[config.mk]
export PLATFORM = sky130hd
export DESIGN_NAME = sfm_monitor
export DESIGN_NICKNAME = d
export VERILOG_FILES = /design/src/inc/sfm_pkg.sv /design/src/design/sfm_monitor.sv /design/src/design/sfm_persist_timer.sv
export VERILOG_INCLUDE_DIRS = /design/src /design/src/inc
export SDC_FILE = /design/constraint.sdc
export NUM_CORES = 1
export LEC_CHECK = 0
export BUFFER_PORTS_ARGS = -buffer_cell sky130_fd_sc_hd__buf_2
export CORE_ASPECT_RATIO = 2
export CORE_MARGIN = 2
export CORE_UTILIZATION = 62
export CTS_BUF_LIST = sky130_fd_sc_hd__clkbuf_4 sky130_fd_sc_hd__clkbuf_8
export CTS_CLUSTER_SIZE = 8
export DETAILED_ROUTE_END_ITERATION = 12
export GPL_ROUTABILITY_DRIVEN = 0
export PLACE_DENSITY = 0.83
export SLEW_MARGIN = 20
export SYNTH_ARGS = -nofsm -noshare
export SYNTH_HDL_FRONTEND = slang
export SYNTH_SLANG_ARGS = --single-unit
[constraint.sdc]
create_clock -name sys_clk -period 6.28 [get_ports sys_clk]
set_input_delay 0.628 -clock sys_clk [delete_from_list [all_inputs] [get_ports sys_clk]]
set_output_delay 0.628 -clock sys_clk [all_outputs]
set_load 0.01 [all_outputs]
[src/inc/sfm_params.svh]
`ifndef SFM_PARAMS_SVH
`define SFM_PARAMS_SVH

// Clock rate and millisecond tick prescale.
`define SFM_CLK_HZ 10000000
`define SFM_TICK_CYC (`SFM_CLK_HZ / 1000)

// Set-point window in percent of supply.
`define SFM_SP_LOW_PCT 15
`define SFM_SP_HIGH_PCT 85

// Reaction delays in milliseconds.
`define SFM_ACTIVE_MS 500
`define SFM_PASSIVE_MS 250
`define SFM_ORIFICE_MS 750
`define SFM_PASSIVE_HOLD_MS 100

// Float timeouts in milliseconds.
`define SFM_FLOAT_ENTRY_MS 500
`define SFM_FLOAT_EXIT_MS 750

// Register offsets.
`define SFM_ADDR_CTRL 4'h0
`define SFM_ADDR_STATUS 4'h1
`define SFM_ADDR_IRQ_STAT 4'h2
`define SFM_ADDR_IRQ_MASK 4'h3
`define SFM_ADDR_SETPOINT 4'h4
`define SFM_ADDR_POSITION 4'h5

// Control field positions and reset value.
`define SFM_CTRL_PASSIVE 0
`define SFM_CTRL_ORIFICE 1
`define SFM_CTRL_FLOAT_VAR 2
`define SFM_CTRL_DIR_IND 3
`define SFM_CTRL_RESET 8'h00

// Interrupt status bit positions.
`define SFM_IRQ_SP 0
`define SFM_IRQ_XDCR 1
`define SFM_IRQ_LOOP 2
`define SFM_IRQ_FLOAT 3
`define SFM_IRQ_FAULT 4

`endif

[src/inc/sfm_pkg.sv]
package sfm_pkg;

	// Fault supervisor states.
	typedef enum logic [1:0] {
		SFM_ST_INIT,
		SFM_ST_RUN,
		SFM_ST_LATCHED,
		SFM_ST_WARN
	} sfm_state_e;

	// Solenoid bridge command: two normally closed, two normally open.
	typedef struct packed {
		logic nc1;
		logic nc3;
		logic no2;
		logic no4;
	} sfm_bridge_s;

	// Register bus request.
	typedef struct packed {
		logic [3:0] addr;
		logic [15:0] wdata;
		logic wr;
		logic rd;
	} sfm_bus_s;

	typedef logic [4:0] sfm_err_t;

endpackage

[src/design/sfm_monitor.sv]
`include "sfm_params.svh"

// Behaviour
// - Bridge closed at power-up before control.
// - Set-point outside 15..85 percent is error.
// - Floating set-point means neutral demand.
// - Broken or shorted transducer wiring is error.
// - Spool beyond demand or opposite side errors.
// - Nearer neutral on same side is fine.
// - Float entry and exit timeouts on six-pin.
// - Active or passive reaction, same error set.
// - Active reacts after 500 ms, orifice 750.
// - Active fault disables whole solenoid bridge.
// - Fault drives error output and red LED.
// - Active fault latches until reboot.
// - Passive reacts after 250 ms, orifice 750.
// - Passive fault keeps bridge and loop running.
// - Passive fault drives error, direction outputs low.
// - Passive fault holds 100 ms, then self-clears once no error remains.
// - Drive valves from set-point minus position.
module sfm_monitor
	import sfm_pkg::*;
#(
	parameter int AW = 12,
	parameter int DEADBAND = 16,
	parameter int DIR_HI = 64,
	parameter int DIR_LO = 32,
	parameter int TICK_CYC = `SFM_TICK_CYC
) (
	// Clock and reset.
	input wire logic sys_clk,
	input wire logic rst,
	// Register bus.
	input wire logic [3:0] bus_addr,
	input wire logic [15:0] bus_wdata,
	input wire logic bus_wr,
	input wire logic bus_rd,
	output logic [15:0] bus_rdata,
	// Analog converter samples, unsigned, full scale equals supply.
	input wire logic [AW-1:0] control_setpoint_input,
	input wire logic setpoint_floating,
	input wire logic [AW-1:0] spool_position,
	input wire logic transducer_open,
	input wire logic transducer_short,
	// Float handshake pins.
	input wire logic float_request,
	input wire logic float_reached,
	// Actuator and indicator outputs.
	output sfm_bridge_s bridge,
	output logic error_out,
	output logic led_red,
	output logic led_green,
	output logic [1:0] direction_indicator_outputs,
	output logic irq
);

	localparam logic [AW-1:0] NEUTRAL = AW'(1 << (AW - 1));
	localparam logic [AW-1:0] FULL = {AW{1'b1}};
	localparam logic [AW-1:0] SP_LO = AW'((2 ** AW) * `SFM_SP_LOW_PCT / 100);
	localparam logic [AW-1:0] SP_HI = AW'((2 ** AW) * `SFM_SP_HIGH_PCT / 100);
	localparam int TW = 10;
	localparam int CW = $clog2(TICK_CYC + 1);

	// Two-flop synchronisers for every pin-side input.
	logic [AW-1:0] sp_s1, sp_s2, pos_s1, pos_s2;
	logic [4:0] pin_s1, pin_s2;
	always_ff @(posedge sys_clk or posedge rst) begin
		if (rst) begin
			sp_s1 <= '0;
			sp_s2 <= '0;
			pos_s1 <= '0;
			pos_s2 <= '0;
			pin_s1 <= '0;
			pin_s2 <= '0;
		end else begin
			sp_s1 <= control_setpoint_input;
			sp_s2 <= sp_s1;
			pos_s1 <= spool_position;
			pos_s2 <= pos_s1;
			pin_s1 <= {setpoint_floating, transducer_open, transducer_short,
				float_request, float_reached};
			pin_s2 <= pin_s1;
		end
	end

	logic sp_float, xdcr_open, xdcr_short, flt_req, flt_done;
	assign {sp_float, xdcr_open, xdcr_short, flt_req, flt_done} = pin_s2;

	// Millisecond tick prescaler.
	logic [CW-1:0] pre_reg;
	logic ms_tick;
	always_ff @(posedge sys_clk or posedge rst) begin
		if (rst) begin
			pre_reg <= '0;
		end else if (pre_reg == CW'(TICK_CYC - 1)) begin
			pre_reg <= '0;
		end else begin
			pre_reg <= pre_reg + CW'(1);
		end
	end
	assign ms_tick = (pre_reg == CW'(TICK_CYC - 1));

	// Control register: software picks the build variant.
	logic [7:0] ctrl_reg;
	logic passive_mode, orifice_var, float_var, dir_var;
	assign passive_mode = ctrl_reg[`SFM_CTRL_PASSIVE];
	assign orifice_var = ctrl_reg[`SFM_CTRL_ORIFICE];
	assign float_var = ctrl_reg[`SFM_CTRL_FLOAT_VAR];
	assign dir_var = ctrl_reg[`SFM_CTRL_DIR_IND];

	// Effective demand; a floating input is taken as neutral.
	logic [AW-1:0] demand;
	assign demand = sp_float ? NEUTRAL : sp_s2;

	// Set-point window check, skipped while floating.
	logic err_sp;
	assign err_sp = !sp_float && (sp_s2 < SP_LO || sp_s2 > SP_HI);

	// Transducer wiring check.
	logic err_xdcr;
	assign err_xdcr = xdcr_open || xdcr_short;

	// Loop check: beyond demand or wrong side of neutral is an error.
	logic dem_pos, act_pos, dem_neu, act_neu;
	logic [AW-1:0] dem_mag, act_mag;
	logic err_loop;
	always_comb begin
		dem_pos = demand > NEUTRAL;
		act_pos = spool_pos_gt_neutral(pos_s2);
		dem_mag = dem_pos ? demand - NEUTRAL : NEUTRAL - demand;
		act_mag = act_pos ? pos_s2 - NEUTRAL : NEUTRAL - pos_s2;
		dem_neu = dem_mag <= AW'(DEADBAND);
		act_neu = act_mag <= AW'(DEADBAND);
		err_loop = 1'b0;
		if (!act_neu && !dem_neu && act_pos != dem_pos) begin
			err_loop = 1'b1;
		end else if (act_mag > dem_mag + AW'(DEADBAND)) begin
			err_loop = 1'b1;
		end
		// Nearer to neutral on the same side stays in control.
	end

	function automatic logic spool_pos_gt_neutral(input logic [AW-1:0] p);
		return p > NEUTRAL;
	endfunction

	// Float timing: request pending without completion times out.
	logic flt_req_d, entering_reg, leaving_reg;
	always_ff @(posedge sys_clk or posedge rst) begin
		if (rst) begin
			flt_req_d <= 1'b0;
			entering_reg <= 1'b0;
			leaving_reg <= 1'b0;
		end else begin
			flt_req_d <= flt_req;
			if (flt_req && !flt_req_d) begin
				entering_reg <= 1'b1;
				leaving_reg <= 1'b0;
			end else if (!flt_req && flt_req_d) begin
				leaving_reg <= 1'b1;
				entering_reg <= 1'b0;
			end else begin
				if (flt_done) begin
					entering_reg <= 1'b0;
				end
				if (!flt_done) begin
					leaving_reg <= 1'b0;
				end
			end
		end
	end

	logic fe_exp, fx_exp, err_float;
	sfm_persist_timer #(.W(TW)) u_float_entry (
		.sys_clk(sys_clk),
		.rst(rst),
		.ms_tick(ms_tick),
		.cond(float_var && entering_reg),
		.limit(TW'(`SFM_FLOAT_ENTRY_MS)),
		.expired(fe_exp)
	);
	sfm_persist_timer #(.W(TW)) u_float_exit (
		.sys_clk(sys_clk),
		.rst(rst),
		.ms_tick(ms_tick),
		.cond(float_var && leaving_reg),
		.limit(TW'(`SFM_FLOAT_EXIT_MS)),
		.expired(fx_exp)
	);
	assign err_float = fe_exp || fx_exp;

	// One error set feeds both reaction versions.
	logic any_err;
	assign any_err = err_sp || err_xdcr || err_loop || err_float;

	// Reaction delay by version and variant.
	logic [TW-1:0] react_lim;
	always_comb begin
		if (orifice_var) begin
			react_lim = TW'(`SFM_ORIFICE_MS);
		end else if (passive_mode) begin
			react_lim = TW'(`SFM_PASSIVE_MS);
		end else begin
			react_lim = TW'(`SFM_ACTIVE_MS);
		end
	end

	logic react_exp;
	sfm_persist_timer #(.W(TW)) u_react (
		.sys_clk(sys_clk),
		.rst(rst),
		.ms_tick(ms_tick),
		.cond(any_err),
		.limit(react_lim),
		.expired(react_exp)
	);

	// Fault supervisor; the latched state is left only by reset.
	sfm_state_e state_reg;
	logic [TW-1:0] hold_reg;
	always_ff @(posedge sys_clk or posedge rst) begin
		if (rst) begin
			state_reg <= SFM_ST_INIT;
			hold_reg <= '0;
		end else begin
			case (state_reg)
				SFM_ST_INIT: begin
					state_reg <= SFM_ST_RUN;
				end
				SFM_ST_RUN: begin
					hold_reg <= '0;
					if (react_exp) begin
						state_reg <= passive_mode ? SFM_ST_WARN
							: SFM_ST_LATCHED;
					end
				end
				SFM_ST_LATCHED: begin
					state_reg <= SFM_ST_LATCHED;
				end
				SFM_ST_WARN: begin
					if (ms_tick && hold_reg < TW'(`SFM_PASSIVE_HOLD_MS)) begin
						hold_reg <= hold_reg + TW'(1);
					end
					if (hold_reg >= TW'(`SFM_PASSIVE_HOLD_MS) && !any_err) begin
						state_reg <= SFM_ST_RUN;
					end
				end
				default: begin
					state_reg <= SFM_ST_INIT;
				end
			endcase
		end
	end

	logic faulted, drive_en;
	assign faulted = state_reg == SFM_ST_LATCHED || state_reg == SFM_ST_WARN;
	// Passive warning keeps the loop running.
	assign drive_en = state_reg == SFM_ST_RUN || state_reg == SFM_ST_WARN;

	// Closed-loop regulation: open the pair that pushes toward demand.
	// The error is one bit wider, so a spool near either end cannot wrap.
	localparam int LW = AW + 1;
	logic [AW:0] loop_err;
	assign loop_err = {1'b0, demand} - {1'b0, pos_s2};
	always_ff @(posedge sys_clk or posedge rst) begin
		if (rst) begin
			bridge <= '0;
		end else if (!drive_en) begin
			bridge <= '0;
		end else begin
			bridge <= '0;
			if (!loop_err[AW] && loop_err > LW'(DEADBAND)) begin
				bridge.nc1 <= 1'b1;
				bridge.no4 <= 1'b1;
			end else if (loop_err[AW]
				&& loop_err < LW'((2 ** LW) - DEADBAND)) begin
				bridge.nc3 <= 1'b1;
				bridge.no2 <= 1'b1;
			end
		end
	end

	// Indicators, all registered.
	always_ff @(posedge sys_clk or posedge rst) begin
		if (rst) begin
			error_out <= 1'b0;
			led_red <= 1'b0;
			led_green <= 1'b0;
			direction_indicator_outputs <= 2'h0;
		end else begin
			error_out <= faulted;
			led_red <= faulted;
			led_green <= !faulted;
			if (!dir_var || faulted) begin
				direction_indicator_outputs <= 2'h0;
			end else begin
				direction_indicator_outputs[0] <=
					!(pos_s2 < NEUTRAL - AW'(DIR_HI));
				direction_indicator_outputs[1] <=
					!(pos_s2 > NEUTRAL + AW'(DIR_HI));
			end
		end
	end

	// Sticky interrupt status; a new event wins over a clear.
	logic [4:0] irq_stat_reg, irq_mask_reg, ev;
	logic faulted_d;
	assign ev = {faulted && !faulted_d, err_float, err_loop, err_xdcr, err_sp};
	always_ff @(posedge sys_clk or posedge rst) begin
		if (rst) begin
			irq_stat_reg <= '0;
			irq_mask_reg <= '0;
			ctrl_reg <= `SFM_CTRL_RESET;
			faulted_d <= 1'b0;
		end else begin
			faulted_d <= faulted;
			irq_stat_reg <= (irq_stat_reg & ~((bus_wr && bus_addr ==
				`SFM_ADDR_IRQ_STAT) ? bus_wdata[4:0] : 5'h00)) | ev;
			if (bus_wr && bus_addr == `SFM_ADDR_IRQ_MASK) begin
				irq_mask_reg <= bus_wdata[4:0];
			end
			// Variant is only changed while no fault is active.
			if (bus_wr && bus_addr == `SFM_ADDR_CTRL && !faulted) begin
				ctrl_reg <= bus_wdata[7:0];
			end
		end
	end

	always_ff @(posedge sys_clk or posedge rst) begin
		if (rst) begin
			irq <= 1'b0;
		end else begin
			irq <= |(irq_stat_reg & irq_mask_reg);
		end
	end

	// Read data one cycle after the strobe; unmapped reads zero.
	always_ff @(posedge sys_clk or posedge rst) begin
		if (rst) begin
			bus_rdata <= 16'h0000;
		end else if (bus_rd) begin
			case (bus_addr)
				`SFM_ADDR_CTRL: bus_rdata <= {8'h00, ctrl_reg};
				`SFM_ADDR_STATUS: bus_rdata <= {8'h00, 2'(state_reg),
					1'b0, any_err, err_float, err_loop, err_xdcr, err_sp};
				`SFM_ADDR_IRQ_STAT: bus_rdata <= {11'h000, irq_stat_reg};
				`SFM_ADDR_IRQ_MASK: bus_rdata <= {11'h000, irq_mask_reg};
				`SFM_ADDR_SETPOINT: bus_rdata <= 16'(demand);
				`SFM_ADDR_POSITION: bus_rdata <= 16'(pos_s2);
				default: bus_rdata <= 16'h0000;
			endcase
		end else begin
			bus_rdata <= 16'h0000;
		end
	end

endmodule

[src/design/sfm_persist_timer.sv]
`include "sfm_params.svh"

// Counts millisecond ticks while its condition holds; any gap restarts it.
module sfm_persist_timer
	import sfm_pkg::*;
#(
	parameter int W = 10
) (
	// Clock and reset.
	input wire logic sys_clk,
	input wire logic rst,
	// Control.
	input wire logic ms_tick,
	input wire logic cond,
	input wire logic [W-1:0] limit,
	// Result.
	output logic expired
);

	logic [W-1:0] count_reg;

	// Restarting on a clear filters short glitches from the sensors.
	always_ff @(posedge sys_clk or posedge rst) begin
		if (rst) begin
			count_reg <= '0;
		end else if (!cond) begin
			count_reg <= '0;
		end else if (ms_tick && count_reg < limit) begin
			count_reg <= count_reg + W'(1);
		end
	end

	assign expired = cond && (count_reg >= limit);

endmodule

# Word level (Yosys, flattened, before mapping)
# Index checks and enable logic that the tools add are counted.
# totals
reg_bits	160
n_memories	0
mem_bits_rw	0
output_inout_bits	26
latchBits	0
mem_bits_ro	0
inputBits	53
# classes
n_mul	0
reduce_logical	50
div_mod_pow	0
muxes	34
addsub	11
shifts	0
magnitude_cmp	19
n_eq_ne	17
n_bitwise	4
# ops
cell	count
$mux 10	8
$pmux 12 s6	1
$gt 12x12->1 const B	4
$add 10x1->10 const B	4
$mux 12	3
$le 12x5->1 const B	2
$sub 12x12->12 const A	2
$sub 12x12->12 const B	2
$logic_and 1x1->1	22
$pmux 10 s2	1
$mux 16	1
$add 14x1->14 const B	1
$eq 14x14->1 const B	1
$mux 14	1
$gt 13x5->1 const B	1
$lt 13x13->1 const B	1
$sub 12x12->13	1
$add 12x5->12 const B	1
$gt 12x12->1	1
$logic_not 1->1	12
$lt 12x10->1 const B	1
$lt 12x11->1 const B	1
$ne 2x2->1 const B	6
$and 5x5->5	2
30 further kinds	55

# Logic depth before layout (Yosys ltp)
# depth
word_depth	14
mapped_depth	25
mapped_depth_nobuf	22

# Modules after synthesis
# A second synthesis with hierarchy kept.
# unflattened
hier_cells	919
area_unflattened_um2	9041.2
# modules_own_cells
mod	area_per_inst_um2	cells_each	n_inst
sfm_monitor	6443.7	640	1
sfm_persist_timer	865.8	93	3

# Worst setup path before layout
# OpenSTA, ideal clock, no wires.
# synth_timing
path_kind	register -> register
startpoint	reg pin_s2[4]
endpoint	reg state_reg[0]
arrival_time_ns	5.045
n_path_buf	3
stages_incl_launch_ff	24
setup_time_ns	0.079
slack_ns	1.156
path_cell_list	dfrtp_1 clkbuf_1 clkbuf_1 nand2b_1 ha_1 nor4b_2 a311oi_1 clkbuf_1 a21oi_1 xor2_1 ha_1 and2_1 mux2i_1 o21ai_0 xnor2_1 ha_1 nand4_1 or2_2 a21oi_1 o22a_1 a21oi_1 and2_4 o32ai_4 mux2i_1
# synth_via
elab_chain_len	14
elab_cells_between_ends	25
# synth_lines
item	line_no	rtl
start, declared	sfm_monitor.sv:66	logic [4:0] pin_s1, pin_s2;
start signal, assigned	sfm_monitor.sv:82	pin_s2 <= pin_s1;
parallel branches: the longest is 8 deep, another holds $sub 12x12->12	--	
$logic_or 1x1->1 (*) (2 in series)	sfm_monitor.sv:194	assign any_err = err_sp || err_xdcr || err_loop || err_float;
$logic_not 1->1	--	
$logic_and 1x1->1	sfm_monitor.sv:244	if (hold_reg >= TW'(`SFM_PASSIVE_HOLD_MS) && !any_err) begin
$ne 2x2->1 (no line)	--	
$reduce_and 2->1 (no line) (*)	--	
end signal, assigned	sfm_monitor.sv:233	state_reg <= passive_mode ? SFM_ST_WARN
end, declared	sfm_monitor.sv:219	sfm_state_e state_reg;
# Every way passes the cells marked *.
# A chain may end at the register's enable or synchronous reset.

# Worst setup path in the final report
# layout_timing
startpoint	reg sp_s2[1]
endpoint	reg state_reg[1]
# layout_via
elab_chain_len	14
elab_cells_between_ends	27
# layout_lines
item	line_no	rtl
start, declared	sfm_monitor.sv:65	logic [AW-1:0] sp_s1, sp_s2, pos_s1, pos_s2;
start signal, assigned	sfm_monitor.sv:77	sp_s2 <= sp_s1;
parallel branches: the longest is 8 deep, another holds $sub 12x12->12	--	
$logic_or 1x1->1 (*) (2 in series)	sfm_monitor.sv:194	
$logic_not 1->1	--	
$logic_and 1x1->1	sfm_monitor.sv:244	
$ne 2x2->1 (no line)	--	
$reduce_and 2->1 (no line) (*)	--	
# Marked as above.

==> flow_summary.toml <==
[global_route]
grt_first_pass_wirelength_um = 30700
antenna_found_initial = 0
grt_max_degree = 87
grt_pass1_vias = 6523
grt-ovfl-total = 0
grtUsageTotal_pct = 27.6

[critical_path]
crit_slowest_cell = "dfrtp_1"
regToRegEndpoint = "state_reg[1]"
crit_chain = "nand2b_1, ha_1, nor4b_2, buf_4, a311oi_1, buf_4, a21oi_1, xor2_1, ha_1, and2_1, mux2i_1, o21ai_0, xnor2_1, ha_1, a21o_1, a21o_1, a21oi_1, o21ai_0, o22a_1, a21oi_1, and2_4, o32ai_4, mux2i_1"
arrival_ps = 5710
cp-start-kind = "register"
slowest_delay_ps = 420
path_max_fanout = 13
r2r_slack_ps = 890
r2r-start = "sp_s2[1]"
worstSetupStartpoint = "sp_s2[1]"
reg2regPathDepth = 23
endpoint_kind = "register"
critPathKind = "register to register"
worst_ep_required_time_ps = 6600

[cells_and_area]
drive_gt1_share_pct = 15.3
multiInputGateArea_um2 = 3990
final_area_um2 = 8990
largest_reg_flops = 14
ff_latch_area_um2 = 3850
layout.nets = 979
fin_util_pct = 69.6
fillCellCount = 939
antenna_cells = 0
area_growth_pct = 9.93
fin_cells = 1046

[power]
finalPower_w = 0.00215
p_per_area_nw_per_um2 = 239
ir_drop_mv = 0.196
static-leakage-power_nw = 4.11

[timing]
setup_violations = 0
hold_viol_final = 0
slew_viol_final = 0
min_period_ps = 5390
tightest_slew_ps = 854
skew_ps = 11.9
relSlewSlack_pct = 43.1
setup-tns-final_ps = 0
period_share_pct = 85.8
fmax_mhz = 186
grt_setup_unrepaired = "no"

[logic_synthesis]
yosys-top-cells-area = "dfrtp_1 (47%), ha_1 (6.9%), nor2_1 (4.8%)"
synth_top_area_share_pct = 47.1
syn_area_per_cell_um2 = 9.94
synth-seq-area-share_pct = 47.1
synth_most_common_cell = "dfrtp_1"
synth_edf_count = 0
yosysWarnings = 0
synth-seq-cells = 154
async_flop_share_pct = 100
synth_common_cells = "dfrtp_1 (154), nor2_1 (105), nand2_1 (54)"
synth_largest_area_cell = "dfrtp_1"
ys.flop_type = "dfrtp_1"
synthesis.area_um2 = 8180
synth_cells = 823
ys_types = 71

[route]
drt_first_pass_iters = 6
first_iter_violations = 372
route.detailed.drc = 0
via_per_inst = 6.10
final_antenna_net_count = 0
vias = 6378
routed_wl_um = 18700
routedWlPerCell_um = 17.9

[floorplan]
die_w_um = 85.2
start_util_pct = 63.3
die_area_um2 = 14200
die_y_um = 166
fp-row-count = 59
coreArea_um2 = 12900
ios = 79

[clock_network]
post_cts_buffers = 0
clockBufferDepth = 2
cts-root-buf = "clkbuf_8"
cts_tree = "built"
cts.clk_slew.worst_paths_ps = 90
clk_latency_ps = 450
cts_buffers = 17
cts_hold_buf = 0
htree_levels = 4
post_cts_resized = 0
clkSinkCount = 154

[job]
maxCapViolCount = 0

[worst_hold_path]
hp-start = "spool_position[7]"
hold-path-cell-count = 1
hold_class = "input port to register"
hold_path_end = "pos_s1[7]"

[placement]
portBuffers = 66
dpl_cell_area_um2 = 8580
dpl.cell_count = 1014
dp_hpwl_um = 14000

[outcome]
status = "completed"
==> cell families (layout without fill, tap and decap cells) <==
family                   count (synthesis)  count (layout)  synth area share, %
AND/OR/NAND/NOR                        298             298                 17.8
flip-flops                             154             154                 47.1
AO/OA/AOI/OAI                          144             144                 12.6
buffers and inverters                   82             150                 4.22
XOR/XNOR                                69              69                 7.39
adder cells (fa/ha/maj)                 47              47                 7.13
multiplexers                            28              28                 3.67
other                                    1               4               0.0459
==> stage by stage <==
stage	setup slack, ps	hold WS [ps]
after global routing	570	257
final	889	279
after CTS	947	259
after floorplan	1160	331
after global placement	1190	333
after detailed placement	994	335
==> per-layer routing <==
metal	global-route usage, %	wire (um)	vias up	part of all wire [%]
met5	0	0	-	0
met4	17.7	1130	0	6.1
met3	4.81	708	79	3.8
met2	50.4	10400	223	56
met1	27.9	6480	3089	35
li1	-	-	2987	-
==> layout make-up <==
| class | instances | area share [%] |
|---|---|---|
| multi-input cells | 590 | 44.4 |
| flip-flops and latches | 154 | 42.9 |
| repair buffers | 71 | 4.09 |
| clock buffers | 20 | 2.99 |
| well taps | 152 | 2.12 |
| inverters | 47 | 2.02 |
| clock inverters | 12 | 1.53 |
==> worst max-delay path by stage <==
stage,end,slack (ps),cells past startpoint
after floorplan,state_reg[0],1160,23
after global placement,state_reg[1],1190,23
after detailed placement,state_reg[1],990,23
after CTS,state_reg[1],950,23
after global routing,state_reg[1],570,23
final,state_reg[1],890,23
==> power breakdown <==
| part | total (W) | switching, W | internal, W |
|---|---|---|---|
| combinational | 0.000307 | 0.000177 | 0.000130 |
| sequential | 0.00108 | 0.0000460 | 0.00104 |
| clock | 0.000760 | 0.000377 | 0.000383 |
==> critical path: cells and delay by family, from the launching register on <==
family | cells | cell delay [ps]
AO/OA/AOI/OAI | 10 | 1690
multiplexers | 2 | 330
buffers and inverters | 2 | 400
flip-flops | 1 | 420
adder cells (fa/ha/maj) | 3 | 820
AND/OR/NAND/NOR | 4 | 1040
XOR/XNOR | 2 | 560
==> placed cells by master (no fill, tap or decap), types with 22 or more instances in the layout <==
master	n
nand2_1	54
nor2_1	105
nand4_1	22
nand3_1	25
buf_2	66
inv_1	46
ha_1	45
xor2_1	31
dfrtp_1	154
a21oi_1	35
xnor2_1	38
No activity file was read; power rests on OpenSTA's default activity.
